==> src/rtl/cmd_parser_consts.vh <==
// Constants for the serial command parser: APB map, fields, characters, timing
`ifndef CMD_PARSER_CONSTS_VH
`define CMD_PARSER_CONSTS_VH

// ************************************************************
// APB register offsets (byte addresses)
// ************************************************************
`define OFS_CTRL      8'h00
`define OFS_THR_ONE   8'h04
`define OFS_THR_TWO   8'h08
`define OFS_STATUS    8'h0C

// ************************************************************
// Control register fields and reset values
// ************************************************************
`define CTRL_ADDR_LSB 0
`define CTRL_ABBR     7
`define CTRL_SEL_LSB  8
`define CTRL_ALL      13
`define CTRL_EN_LSB   14
`define CTRL_PAR_LSB  16
`define RST_NODE      7'h00
`define RST_SEL       5'h01
`define RST_THR       20'h0_0000
`define ADDR_MAX      7'h63
`define PAR_ODD       2'h1
`define PAR_EVEN      2'h2

// ************************************************************
// Characters on the link
// ************************************************************
`define CH_NODE       8'h4E
`define CH_READ       8'h54
`define CH_WRITE      8'h56
`define CH_CLEAR      8'h52
`define CH_PRINT      8'h50
`define CH_STAR       8'h2A
`define CH_DOLLAR     8'h24
`define CH_MINUS      8'h2D
`define CH_DOT        8'h2E
`define CH_SP         8'h20
`define CH_CR         8'h0D
`define CH_LF         8'h0A
`define CH_REG_A      8'h41
`define CH_REG_E      8'h45
`define CH_ZERO       8'h30
`define CH_NINE       8'h39
// Reply labels, first character in the top byte
`define LBL_0         24'h49_4E50
`define LBL_1         24'h4D_4158
`define LBL_2         24'h4D_494E
`define LBL_3         24'h53_5031
`define LBL_4         24'h53_5032
`define VAL_LIMIT     17'h1_869F

// ************************************************************
// Reply delay after the terminator
// ************************************************************
`define CLK_MHZ       100
`define DLY_STAR_US   50000
`define DLY_DOLLAR_US 2000

`endif

==> src/rtl/meter_serial_command_parser.v <==
// Serial command parser for the meter: decodes commands, formats replies, APB setup
//
// Local design decisions: the APB slave port and the placing of the registers.
`timescale 1ns/1ns
`include "cmd_parser_consts.vh"

module meter_serial_command_parser #(
	parameter [22:0] STAR_CYC   = `DLY_STAR_US * `CLK_MHZ,
	parameter [22:0] DOLLAR_CYC = `DLY_DOLLAR_US * `CLK_MHZ
)(
	// Clock and reset
	input  wire               pclk,
	input  wire               presetn,
	// APB slave
	input  wire               psel,
	input  wire               penable,
	input  wire               pwrite,
	input  wire [7:0]         paddr,
	input  wire [31:0]        pwdata,
	output wire               pready,
	output reg  [31:0]        prdata,
	output reg                pslverr,
	// Character stream from the UART receiver
	input  wire [7:0]         rx_data,
	input  wire               rx_valid,
	// Character stream to the UART transmitter
	output reg  [7:0]         tx_data,
	output reg                tx_valid,
	input  wire               tx_ready,
	output wire               tx_parity,
	// Values from the measurement logic
	input  wire signed [19:0] measured_value,
	input  wire signed [19:0] max_value,
	input  wire signed [19:0] min_value,
	// Setpoints and clear pulses to the measurement and output logic
	output reg  signed [19:0] threshold_one,
	output reg  signed [19:0] threshold_two,
	output reg  [4:0]         value_clear
);

// ************************************************************
// State codes
// ************************************************************
localparam P_IDLE = 3'd0, P_ADDR = 3'd1, P_REG = 3'd2, P_DATA = 3'd3;
localparam P_TERM = 3'd4, P_SKIP = 3'd5;
localparam Q_IDLE = 3'd0, Q_WAIT = 3'd1, Q_PICK = 3'd2, Q_CONV = 3'd3, Q_SEND = 3'd4;

// ************************************************************
// Declarations
// ************************************************************
reg  [6:0]   node_r;
reg          abbr_r;
reg  [4:0]   sel_r;
reg          all_r;
reg  [1:0]   en_r;
reg  [1:0]   par_r;
reg  [2:0]   pst_r;
reg          had_r;
reg  [6:0]   nad_r;
reg  [2:0]   nd_r;
reg  [7:0]   cmd_r;
reg  [2:0]   reg_r;
reg          dneg_r;
reg          seen_r;
reg  [16:0]  acc_r;
reg  [2:0]   qst_r;
reg  [22:0]  cnt_r;
reg  [4:0]   mask_r;
reg          blk_r;
reg  [2:0]   p_r;
reg  [16:0]  work_r;
reg  [19:0]  dig_r;
reg          neg_r;
reg          ovf_r;
reg          last_r;
reg  [4:0]   pos_r;
reg  [2:0]   idx_r;
reg  [159:0] line;
reg  [4:0]   len;
reg  [2:0]   lo;
reg  signed [19:0] vsel;
reg  [16:0]  pw;
integer      k;
integer      f;
integer      base;

wire [7:0]   c       = {1'b0, rx_data[6:0]};
wire         rx_take = rx_valid && (qst_r == Q_IDLE);
wire         is_term = (c == `CH_STAR) || (c == `CH_DOLLAR);
wire         is_dig  = (c >= `CH_ZERO) && (c <= `CH_NINE);
wire [3:0]   dval    = c[3:0];
wire         is_cmd  = (c == `CH_READ) || (c == `CH_WRITE) || (c == `CH_CLEAR)
	|| (c == `CH_PRINT);
wire         is_reg  = (c >= `CH_REG_A) && (c <= `CH_REG_E);
wire [2:0]   rid     = c[2:0] - 3'd1;
wire [9:0]   nad10   = {3'b000, nad_r} * 10'd10 + {6'h00, dval};
wire [19:0]  acc10   = {3'b000, acc_r} * 20'd10 + {16'h0000, dval};
wire         amatch  = had_r ? (nad_r == node_r) : (node_r == 7'h00);
wire         cmd_ok  = (pst_r == P_TERM) || ((pst_r == P_DATA) && seen_r);
wire [4:0]   active  = {en_r, 3'b111};
wire [4:0]   pmask   = (sel_r | {5{all_r}}) & active;
wire [6:0]   ntens   = node_r / 7'd10;
wire [6:0]   nones   = node_r % 7'd10;
wire [19:0]  vabs    = vsel[19] ? -vsel : vsel;
wire [4:0]   rest    = mask_r & ~(5'h01 << lo);
wire         apb_wr  = psel && penable && pwrite;

assign pready    = 1'b1;
// Mark parity when none is chosen, so the frame keeps its length
assign tx_parity = (par_r == `PAR_EVEN) ? ^tx_data[6:0] :
	(par_r == `PAR_ODD) ? ~^tx_data[6:0] : 1'b1;

// ************************************************************
// APB registers
// ************************************************************
always @(posedge pclk or negedge presetn)
begin
	if (!presetn)
	begin
		node_r  <= `RST_NODE;
		abbr_r  <= 1'b0;
		sel_r   <= `RST_SEL;
		all_r   <= 1'b0;
		en_r    <= 2'b00;
		par_r   <= 2'b00;
		prdata  <= 32'h0000_0000;
		pslverr <= 1'b0;
	end
	else
	begin
		if (apb_wr && (paddr == `OFS_CTRL))
		begin
			if (pwdata[`CTRL_ADDR_LSB +: 7] <= `ADDR_MAX)
				node_r <= pwdata[`CTRL_ADDR_LSB +: 7];
			abbr_r <= pwdata[`CTRL_ABBR];
			sel_r  <= pwdata[`CTRL_SEL_LSB +: 5];
			all_r  <= pwdata[`CTRL_ALL];
			en_r   <= pwdata[`CTRL_EN_LSB +: 2];
			par_r  <= pwdata[`CTRL_PAR_LSB +: 2];
		end
		// Read data is captured in the setup cycle so it comes from flops
		if (psel && !penable)
		begin
			pslverr <= 1'b0;
			case (paddr)
			`OFS_CTRL:    prdata <= {14'h0000, par_r, en_r, all_r, sel_r, abbr_r, node_r};
			`OFS_THR_ONE: prdata <= {{12{threshold_one[19]}}, threshold_one};
			`OFS_THR_TWO: prdata <= {{12{threshold_two[19]}}, threshold_two};
			`OFS_STATUS:  prdata <= {26'h000_0000, qst_r, pst_r};
			default:
			begin
				prdata  <= 32'h0000_0000;
				pslverr <= 1'b1;
			end
			endcase
		end
	end
end

// ************************************************************
// Command parser
// ************************************************************
always @(posedge pclk or negedge presetn)
begin
	if (!presetn)
	begin
		pst_r         <= P_IDLE;
		had_r         <= 1'b0;
		nad_r         <= 7'h00;
		nd_r          <= 3'd0;
		cmd_r         <= 8'h00;
		reg_r         <= 3'd0;
		dneg_r        <= 1'b0;
		seen_r        <= 1'b0;
		acc_r         <= 17'h0_0000;
		threshold_one <= `RST_THR;
		threshold_two <= `RST_THR;
		value_clear   <= 5'h00;
	end
	else
	begin
		value_clear <= 5'h00;
		if (apb_wr && (paddr == `OFS_THR_ONE))
			threshold_one <= pwdata[19:0];
		if (apb_wr && (paddr == `OFS_THR_TWO))
			threshold_two <= pwdata[19:0];
		if (rx_take && is_term)
		begin
			// Only now is anything acted on; bad strings just vanish
			if (cmd_ok && amatch)
			begin
				if (cmd_r == `CH_WRITE)
				begin
					if (reg_r == 3'd3)
						threshold_one <= dneg_r ? -{3'b000, acc_r} : {3'b000, acc_r};
					else
						threshold_two <= dneg_r ? -{3'b000, acc_r} : {3'b000, acc_r};
				end
				if (cmd_r == `CH_CLEAR)
					value_clear <= 5'h01 << reg_r;
			end
			pst_r  <= P_IDLE;
			had_r  <= 1'b0;
			nd_r   <= 3'd0;
			nad_r  <= 7'h00;
			acc_r  <= 17'h0_0000;
			dneg_r <= 1'b0;
			seen_r <= 1'b0;
		end
		else if (rx_take)
		begin
			case (pst_r)
			P_IDLE, P_ADDR:
			begin
				if ((pst_r == P_IDLE) && (c == `CH_NODE))
					pst_r <= P_ADDR;
				else if ((pst_r == P_ADDR) && is_dig && (nd_r < 3'd2))
				begin
					nad_r <= nad10[6:0];
					nd_r  <= nd_r + 3'd1;
				end
				else if (is_cmd && ((pst_r == P_IDLE) || (nd_r != 3'd0)))
				begin
					had_r <= (pst_r == P_ADDR);
					nd_r  <= 3'd0;
					cmd_r <= c;
					pst_r <= (c == `CH_PRINT) ? P_TERM : P_REG;
				end
				else
					pst_r <= P_SKIP;
			end
			P_REG:
			begin
				reg_r <= rid;
				if (!is_reg || ((cmd_r == `CH_WRITE) && (rid < 3'd3)))
					pst_r <= P_SKIP;
				else
					pst_r <= (cmd_r == `CH_WRITE) ? P_DATA : P_TERM;
			end
			P_DATA:
			begin
				if ((c == `CH_MINUS) && !seen_r && !dneg_r)
					dneg_r <= 1'b1;
				else if (c == `CH_DOT)
					pst_r <= P_DATA;
				else if (is_dig && (dval == 4'h0) && (nd_r == 3'd0))
					seen_r <= 1'b1;
				else if (is_dig && (nd_r < (dneg_r ? 3'd4 : 3'd5)))
				begin
					seen_r <= 1'b1;
					nd_r   <= nd_r + 3'd1;
					acc_r  <= acc10[16:0];
				end
				else
					pst_r <= P_SKIP;
			end
			P_TERM:  pst_r <= P_SKIP;
			default: pst_r <= P_SKIP;
			endcase
		end
	end
end

// ************************************************************
// Reply line builder
// ************************************************************
always @*
begin
	lo = 3'd4;
	for (k = 4; k >= 0; k = k - 1)
		if (mask_r[k])
			lo = k[2:0];
	case (lo)
	3'd0:    vsel = measured_value;
	3'd1:    vsel = max_value;
	3'd2:    vsel = min_value;
	3'd3:    vsel = threshold_one;
	default: vsel = threshold_two;
	endcase
	case (p_r)
	3'd0:    pw = 17'h0_2710;
	3'd1:    pw = 17'h0_03E8;
	3'd2:    pw = 17'h0_0064;
	3'd3:    pw = 17'h0_000A;
	default: pw = 17'h0_0001;
	endcase
	for (k = 0; k < 20; k = k + 1)
		line[8*k +: 8] = `CH_SP;
	base = abbr_r ? 0 : 6;
	if (!abbr_r)
	begin
		if (node_r != 7'h00)
		begin
			line[7:0]  = {4'h3, ntens[3:0]};
			line[15:8] = {4'h3, nones[3:0]};
		end
		// Label comes from idx_r, the value now on the line, so each block print line is named right
		case (idx_r)
		3'd0:    {line[31:24], line[39:32], line[47:40]} = `LBL_0;
		3'd1:    {line[31:24], line[39:32], line[47:40]} = `LBL_1;
		3'd2:    {line[31:24], line[39:32], line[47:40]} = `LBL_2;
		3'd3:    {line[31:24], line[39:32], line[47:40]} = `LBL_3;
		default: {line[31:24], line[39:32], line[47:40]} = `LBL_4;
		endcase
	end
	f = 4;
	for (k = 3; k >= 0; k = k - 1)
		if (dig_r[4*k +: 4] != 4'h0)
			f = k;
	// Value field is nine wide, right-aligned, minus just before the digits
	for (k = 0; k < 5; k = k + 1)
		if (ovf_r)
			line[8*(base+4+k) +: 8] = `CH_DOT;
		else if (k >= f)
			line[8*(base+4+k) +: 8] = {4'h3, dig_r[4*k +: 4]};
	if (neg_r && !ovf_r)
		line[8*(base+3+f) +: 8] = `CH_MINUS;
	line[8*(base+9) +: 8] = `CH_CR;
	line[8*(base+10) +: 8] = `CH_LF;
	if (last_r)
	begin
		line[8*(base+12) +: 8] = `CH_CR;
		line[8*(base+13) +: 8] = `CH_LF;
	end
	len = abbr_r ? (last_r ? 5'd14 : 5'd11) : (last_r ? 5'd20 : 5'd17);
end

// ************************************************************
// Reply sequencer
// ************************************************************
always @(posedge pclk or negedge presetn)
begin
	if (!presetn)
	begin
		qst_r    <= Q_IDLE;
		cnt_r    <= 23'h00_0000;
		mask_r   <= 5'h00;
		blk_r    <= 1'b0;
		p_r      <= 3'd0;
		work_r   <= 17'h0_0000;
		dig_r    <= 20'h0_0000;
		neg_r    <= 1'b0;
		ovf_r    <= 1'b0;
		last_r   <= 1'b0;
		pos_r    <= 5'd0;
		idx_r    <= 3'd0;
		tx_data  <= 8'h00;
		tx_valid <= 1'b0;
	end
	else
	begin
		if (tx_valid && tx_ready)
			tx_valid <= 1'b0;
		case (qst_r)
		Q_IDLE:
		begin
			if (rx_take && is_term && cmd_ok && amatch &&
				((cmd_r == `CH_READ) || (cmd_r == `CH_PRINT)))
			begin
				mask_r <= (cmd_r == `CH_PRINT) ? pmask : (5'h01 << reg_r);
				blk_r  <= (cmd_r == `CH_PRINT);
				// The delay leaves room for the host to release a shared line
				cnt_r  <= (c == `CH_STAR) ? STAR_CYC : DOLLAR_CYC;
				qst_r  <= Q_WAIT;
			end
		end
		Q_WAIT:
		begin
			if (cnt_r <= 23'd1)
				qst_r <= Q_PICK;
			else
				cnt_r <= cnt_r - 23'd1;
		end
		Q_PICK:
		begin
			if (mask_r == 5'h00)
				qst_r <= Q_IDLE;
			else
			begin
				mask_r <= rest;
				idx_r  <= lo;
				neg_r  <= vsel[19];
				ovf_r  <= vabs > {3'b000, `VAL_LIMIT};
				work_r <= vabs[16:0];
				last_r <= blk_r && (rest == 5'h00);
				p_r    <= 3'd0;
				dig_r  <= 20'h0_0000;
				qst_r  <= Q_CONV;
			end
		end
		Q_CONV:
		begin
			// Repeated subtraction: slow but tiny, and far below a byte time
			if (p_r == 3'd5)
			begin
				pos_r <= 5'd0;
				qst_r <= Q_SEND;
			end
			else if (work_r >= pw)
			begin
				work_r <= work_r - pw;
				dig_r[4*p_r +: 4] <= dig_r[4*p_r +: 4] + 4'h1;
			end
			else
				p_r <= p_r + 3'd1;
		end
		Q_SEND:
		begin
			if (!tx_valid || tx_ready)
			begin
				if (pos_r < len)
				begin
					tx_data  <= line[8*pos_r +: 8];
					tx_valid <= 1'b1;
					pos_r    <= pos_r + 5'd1;
				end
				else
					qst_r <= Q_PICK;
			end
		end
		default: qst_r <= Q_IDLE;
		endcase
	end
end

endmodule // meter_serial_command_parser

==> config.mk <==
export PLATFORM = sky130hd
export DESIGN_NAME = meter_serial_command_parser
export DESIGN_NICKNAME = d
export VERILOG_FILES = /design/src/rtl/meter_serial_command_parser.v
export VERILOG_INCLUDE_DIRS = /design/src /design/src/rtl
export SDC_FILE = /design/constraint.sdc
export NUM_CORES = 1
export LEC_CHECK = 0
export BUFFER_PORTS_ARGS = -buffer_cell sky130_fd_sc_hd__buf_2
export CORE_MARGIN = 8
export CORE_UTILIZATION = 54
export DETAILED_ROUTE_END_ITERATION = 12
export PLACE_DENSITY_LB_ADDON = 0.1
export SLEW_MARGIN = 25
export SYNTH_ARGS = -nofsm -noshare
export SYNTH_HDL_FRONTEND = slang
export SYNTH_SLANG_ARGS = --single-unit
==> constraint.sdc <==
create_clock -name pclk -period 5.1 [get_ports pclk]
set_clock_uncertainty 0.2 [all_clocks]
set_input_delay 1.53 -clock pclk [delete_from_list [all_inputs] [get_ports pclk]]
set_output_delay 1.53 -clock pclk [all_outputs]
set_load 0.005 [all_outputs]
Word-level counts from Yosys, hierarchy flattened. Index checks and enable logic that the tools add are counted.

Bits in registers: 231. Word-level logic and storage cells: 440.

$add $sub $neg: 33. Multiply operators: 2. Div/mod/pow operators: 2. Magnitude comparators: 17. Equality and inequality tests: 63. Shift operators: 31. Multiplexer cells: 154. Bitwise gates (word level): 8. Reductions and logical operators: 96.

Operators by type and width (count): $bwmux 160 (15); $mux 160 (12); $shift 8x33->160 const A (10); $shiftx 8x33->160 const A (10); $shiftx 8x33->160 (5); $mux 20 (15); $mux 17 (10); $neg 32->33 (5); $neg 8->33 (5); $shiftx 160x9->8 (1); $pmux 32 s4 (1); $mux 3 (37); $mux 32 (3); $mux 23 (4); $pmux 23 s4 (1); $pmux 20 s4 (1); $ge 3x32->1 const A (2); $eq 7x7->1 const B (9); $add 29x3->29 const B (2); $pmux 14 s4 (1); $mux 5 (10); $pmux 23 s2 (1); $pmux 20 s2 (1); $mux 7 (5); other kinds (89) (240).

Logic depth before layout (Yosys ltp).
Word-level depth: 28. Mapped depth: 20.

Worst setup path before layout. Ideal clock, no wire load.

Path kind: register to register. Start point: reg dig_r[0]. End point: reg tx_data[3]. Arrival time: 4.487 ns. Required time: 4.796 ns. Setup slack: 0.310 ns. Stages on the path, launching flop included: 20. Clock period less this slack: 4.790 ns. Path through: dfrtp_1 nor4_1 nand2_1 or2_2 inv_1 ha_1 ha_1 nand2b_1 mux2_2 a21oi_1 ha_1 nor3b_1 and4b_1 nand4_1 a211o_1 a21oi_1 a311o_1 a221oi_1 a311o_1 o311ai_1.

Longest elaborated chain between the ends: 25.

RTL lines: start: declaration (line meter_serial_command_parser.v:72) `reg [19:0] dig_r;`; start signal: indexed assignment (line meter_serial_command_parser.v:402) `dig_r[4*p_r +: 4] <= dig_r[4*p_r +: 4] + 4'h1;`; $reduce_bool 4->1 (line meter_serial_command_parser.v:308) `if (dig_r[4*k +: 4] != 4'h0)`; $mux 32 (line meter_serial_command_parser.v:308); $ge 1x32->1 (line meter_serial_command_parser.v:314) `else if (k >= f)`; $mux 160 (line meter_serial_command_parser.v:314); $mux 160 (line meter_serial_command_parser.v:312) `if (ovf_r)`; $bwmux 160 (line meter_serial_command_parser.v:315) `line[8*(base+4+k) +: 8] = {4'h3, dig_r[4*k +: 4]};`; $mux 160 (line meter_serial_command_parser.v:314); $mux 160 (line meter_serial_command_parser.v:312); (+7 left out); $mux 160 (line meter_serial_command_parser.v:314); $mux 160 (line meter_serial_command_parser.v:312); $bwmux 160 (no line); $mux 160 * (line meter_serial_command_parser.v:316) `if (neg_r && !ovf_r)`; $bwmux 160 (no line) * (2 in series); $bwmux 160 (no line) (2 in series); $mux 160 * (line meter_serial_command_parser.v:320) `if (last_r)`; $shiftx 160x9->8 * (line meter_serial_command_parser.v:413) `tx_data <= line[8*pos_r +: 8];`; end signal: assignment (line meter_serial_command_parser.v:413); end: declaration (line meter_serial_command_parser.v:27) `output reg [7:0] tx_data,`.

Mark *: on every way between the ends. The rest lies on a longest branch, timed or not. A chain may end at the register's enable or synchronous reset.

Worst setup path after layout. Same ends and word-level chain as after synthesis.

==> results.txt <==
WS Path Type -> flop to flop
status -> finished clean
endpoints failing hold -> 0
TNS Setup -> 0 ns
H-Tree Depth -> 1
syn_area_per_cell -> 8.231 sq um
Routed met2 length -> 28.93 mm
HPWL after DPL -> 46.23 mm
Initial Util -> 54.81%
# DRC -> 0
Synth Area in Adders -> 6.136%
Worst setup SP type -> flop
asr flop ratio synth -> 100.0%
Slew Viols, Final -> 0
die width -> 194.7 um
IO Count -> 204
Fillers -> 2823
Hold-fix buffers, CTS -> 0
Placed Cells -> 2629
max layer used -> met4
Worst EP required -> 5.35 ns
global-route wire length before repair -> 95.83 mm
antenna violations before repair -> 5
drt first pass iters -> 6
max_cap viols -> 0
initial DRC count -> 1551
syn nets -> 2292
worst-skew pair later-pin latency -> 0.55 ns
TritonCTS clock tree -> yes
commonest non-fill, non-tap cell in the layout -> nor2_1
worst hold-check path type -> flop to flop
main combinational cell family by area after synthesis -> compound AO/OA/AOI/OAI gates
RSZ-0062 raised after global routing -> false
YS warnings -> 0
GP Congestion -> 1.020
Routed Antenna Nets -> 0
Via density -> 6.463
Die Y -> 194.7 um
crit path DAT -> 5.05 ns
Mapped Cells -> 2096
Rel. slew slack -> 33.36%
Cell Rows -> 65
Met1 Wirelength -> 25.63 mm
share of layout cells above drive strength 1 -> 17.93%
crit path time final -> 4.804 ns
slew at the pin with the worst max-slew slack -> 0.9975 ns
Max Clk Rate -> 208.1 MHz
Vias -> 17340
setup violators final -> 0
final worst path period share -> 94.21%
Buffers on Ports -> 188
power per standard cell area -> 216.7 nW/um^2
total clock sinks -> 218
Crit. End Element -> flop
Cell Area, Synth -> 17250 sq um
Setup Fix Bufs, Post-CTS -> 0
total routed wirelength -> 61.56 mm
Worst-path clk slew -> 0.06 ns
Compound-Gate Fraction of Synth Area -> 24.30%
core area -> 31470 sq um
number of global-route vias before repair -> 16590
die area -> 37920 sq um
post-route setup slack -> 0.2955 ns
simple-gate portion of the synthesized area -> 22.13%
TritonCTS buffer count -> 26
area grow syn2layout -> 14.41%
grt ovf -> 0
gr usage total -> 31.21%
metal3 WL -> 4.984 mm
Critical Path Fanout Max -> 4
Post-Layout Cell Count -> 2682
sequential area share after synthesis -> 31.63%
Final Net Count -> 2451
wire per inst -> 22.95 um
largest net degree at the start of global routing -> 89
commonest cells after routing, fill and taps aside -> nor2_1 (234), dfrtp_1 (217), nand2_1 (191), buf_2 (187), a21oi_1 (174)
worst vdd ir -> 0.2482 mV
Synth Flop Type -> dfrtp_1
post-synthesis xor/xnor area fraction -> 5.041%
mux share of post-synthesis cell area -> 5.940%
cell chosen for the clock root -> clkbuf_16
leakage power -> 8.943 nW
#FFs+latches synth -> 218
Layout Utilization -> 62.71%
Max Root-Sink Buffers -> 3
Post-synth EDFFs -> 0
Setup WS pre-CTS -> 0.3281 ns
Distinct cells, synth -> 91
## state kept, by name (all words and copies together), names as in the netlist, 5 cells and up
signal / cells
work_r: 17
node_r: 7
prdata: 20
cnt_r: 23
value_clear: 5
threshold_two: 20
sel_r: 5
threshold_one: 20
cmd_r: 7
tx_data: 7
pos_r: 5
acc_r: 17
dig_r: 20
mask_r: 5
nad_r: 7
## metal layers
layer / vias to the layer above / global-route usage [%]
met4: 0 / 10.72
met3: 118 / 4.249
met1: 8381 / 42.09
met2: 802 / 50.91
li1: 8034 / -
met5: - / 0
## what timing repair did
item	CTS	global route
gates resized for setup	0	3
endpoints found under the setup margin	0	1
hold endpoints to repair	0	0
## Yosys cell counts, types with 18 or more instances
library cell	instances	area (sq um)
xor2_1	43	376.6
nand3_1	50	250.2
nor3_1	58	290.3
nor2_1	237	889.6
a31oi_1	28	175.2
o31ai_1	23	172.7
and2_1	18	112.6
ha_1	75	938.4
o211ai_1	21	157.7
clkbuf_1	102	382.9
nand2_1	191	716.9
mux2_2	47	529.3
nor2b_1	38	237.7
xnor2_1	49	429.2
dfrtp_1	217	5430
a211oi_1	18	135.1
mux2i_1	27	270.3
nor4_1	25	156.4
o21ai_0	139	695.7
nand2b_1	32	200.2
a21o_1	20	150.1
a21oi_1	174	870.8
inv_1	68	255.2
## cells by family after synthesis
family                     count (synthesis)
other                                      2
and+or+nand+nor                          778
xor gates and xnor gates                  95
adders and majority gates                 81
AOI/OAI and AO/OA                        637
DFF                                      218
muxes                                     84
buffers and inverters                    201
## worst paths after layout
path / cells after the start / to / slack [ns] / start
worst max-delay path: 18 / tx_data[3]$_DFFE_PN0P_ / 0.30 / dig_r[0]$_DFFE_PN0P_
worst min-delay path: 1 / cmd_r[4]$_DFFE_PN0P_ / 0.26 / cmd_r[4]$_DFFE_PN0P_
worst max register to register: 18 / tx_data[3]$_DFFE_PN0P_ / 0.30 / dig_r[0]$_DFFE_PN0P_
worst min register to register: 1 / cmd_r[4]$_DFFE_PN0P_ / 0.26 / cmd_r[4]$_DFFE_PN0P_
max in group asynchronous: 2 / dig_r[2]$_DFFE_PN0P_ / 2.96 / presetn
min in group asynchronous: 1 / tx_data[0]$_DFFE_PN0P_ / 0.77 / presetn
## final cells by class
type	instances	area [sq um]	share of cell area (%)
tap	402	503.0	2.548
multi-input combinational	1677	11010	55.80
sequential	218	5456	27.64
clock buffer	38	787.0	3.987
timing repair buffer	263	1526	7.734
inverter	69	259.0	1.312
clock inverter	10	178.9	0.9065
antenna	5	12.51	0.06339
## critical path: stages, from the launching register on
cell      delay [ns]
dfrtp_1         0.38
nor4_1          0.46
nand2_1         0.12
or2_2           0.36
fa_1            0.48
nand2b_1        0.17
mux2_2          0.28
a21oi_1         0.13
ha_1            0.25
buf_4           0.15
nor3b_1         0.27
and4b_1         0.23
nand4_1         0.09
a211o_1         0.32
a21oi_1         0.18
a311o_1         0.13
a221oi_1        0.06
a311o_1         0.35
o311ai_1        0.09
## stage by stage
| step | hold slack [ns] | power (mW) | instance area [sq um] |
|---|---|---|---|
| after floorplan | 0.2304 | 2.025 | 17250 |
| after global placement | 0.2437 | 2.194 | 18730 |
| after detailed placement | 0.2466 | 2.201 | 18730 |
| after CTS | 0.2648 | 4.293 | 19700 |
| after global routing | 0.2716 | 4.404 | 19730 |
| final | 0.2645 | 4.277 | 19740 |
## power by group
group,total [mW],internal (mW),switching (mW)
combinational,0.381,0.148,0.233
clock,2.10,1.32,0.782
sequential,1.79,1.75,0.0416
(Power assumes the default switching activity.)
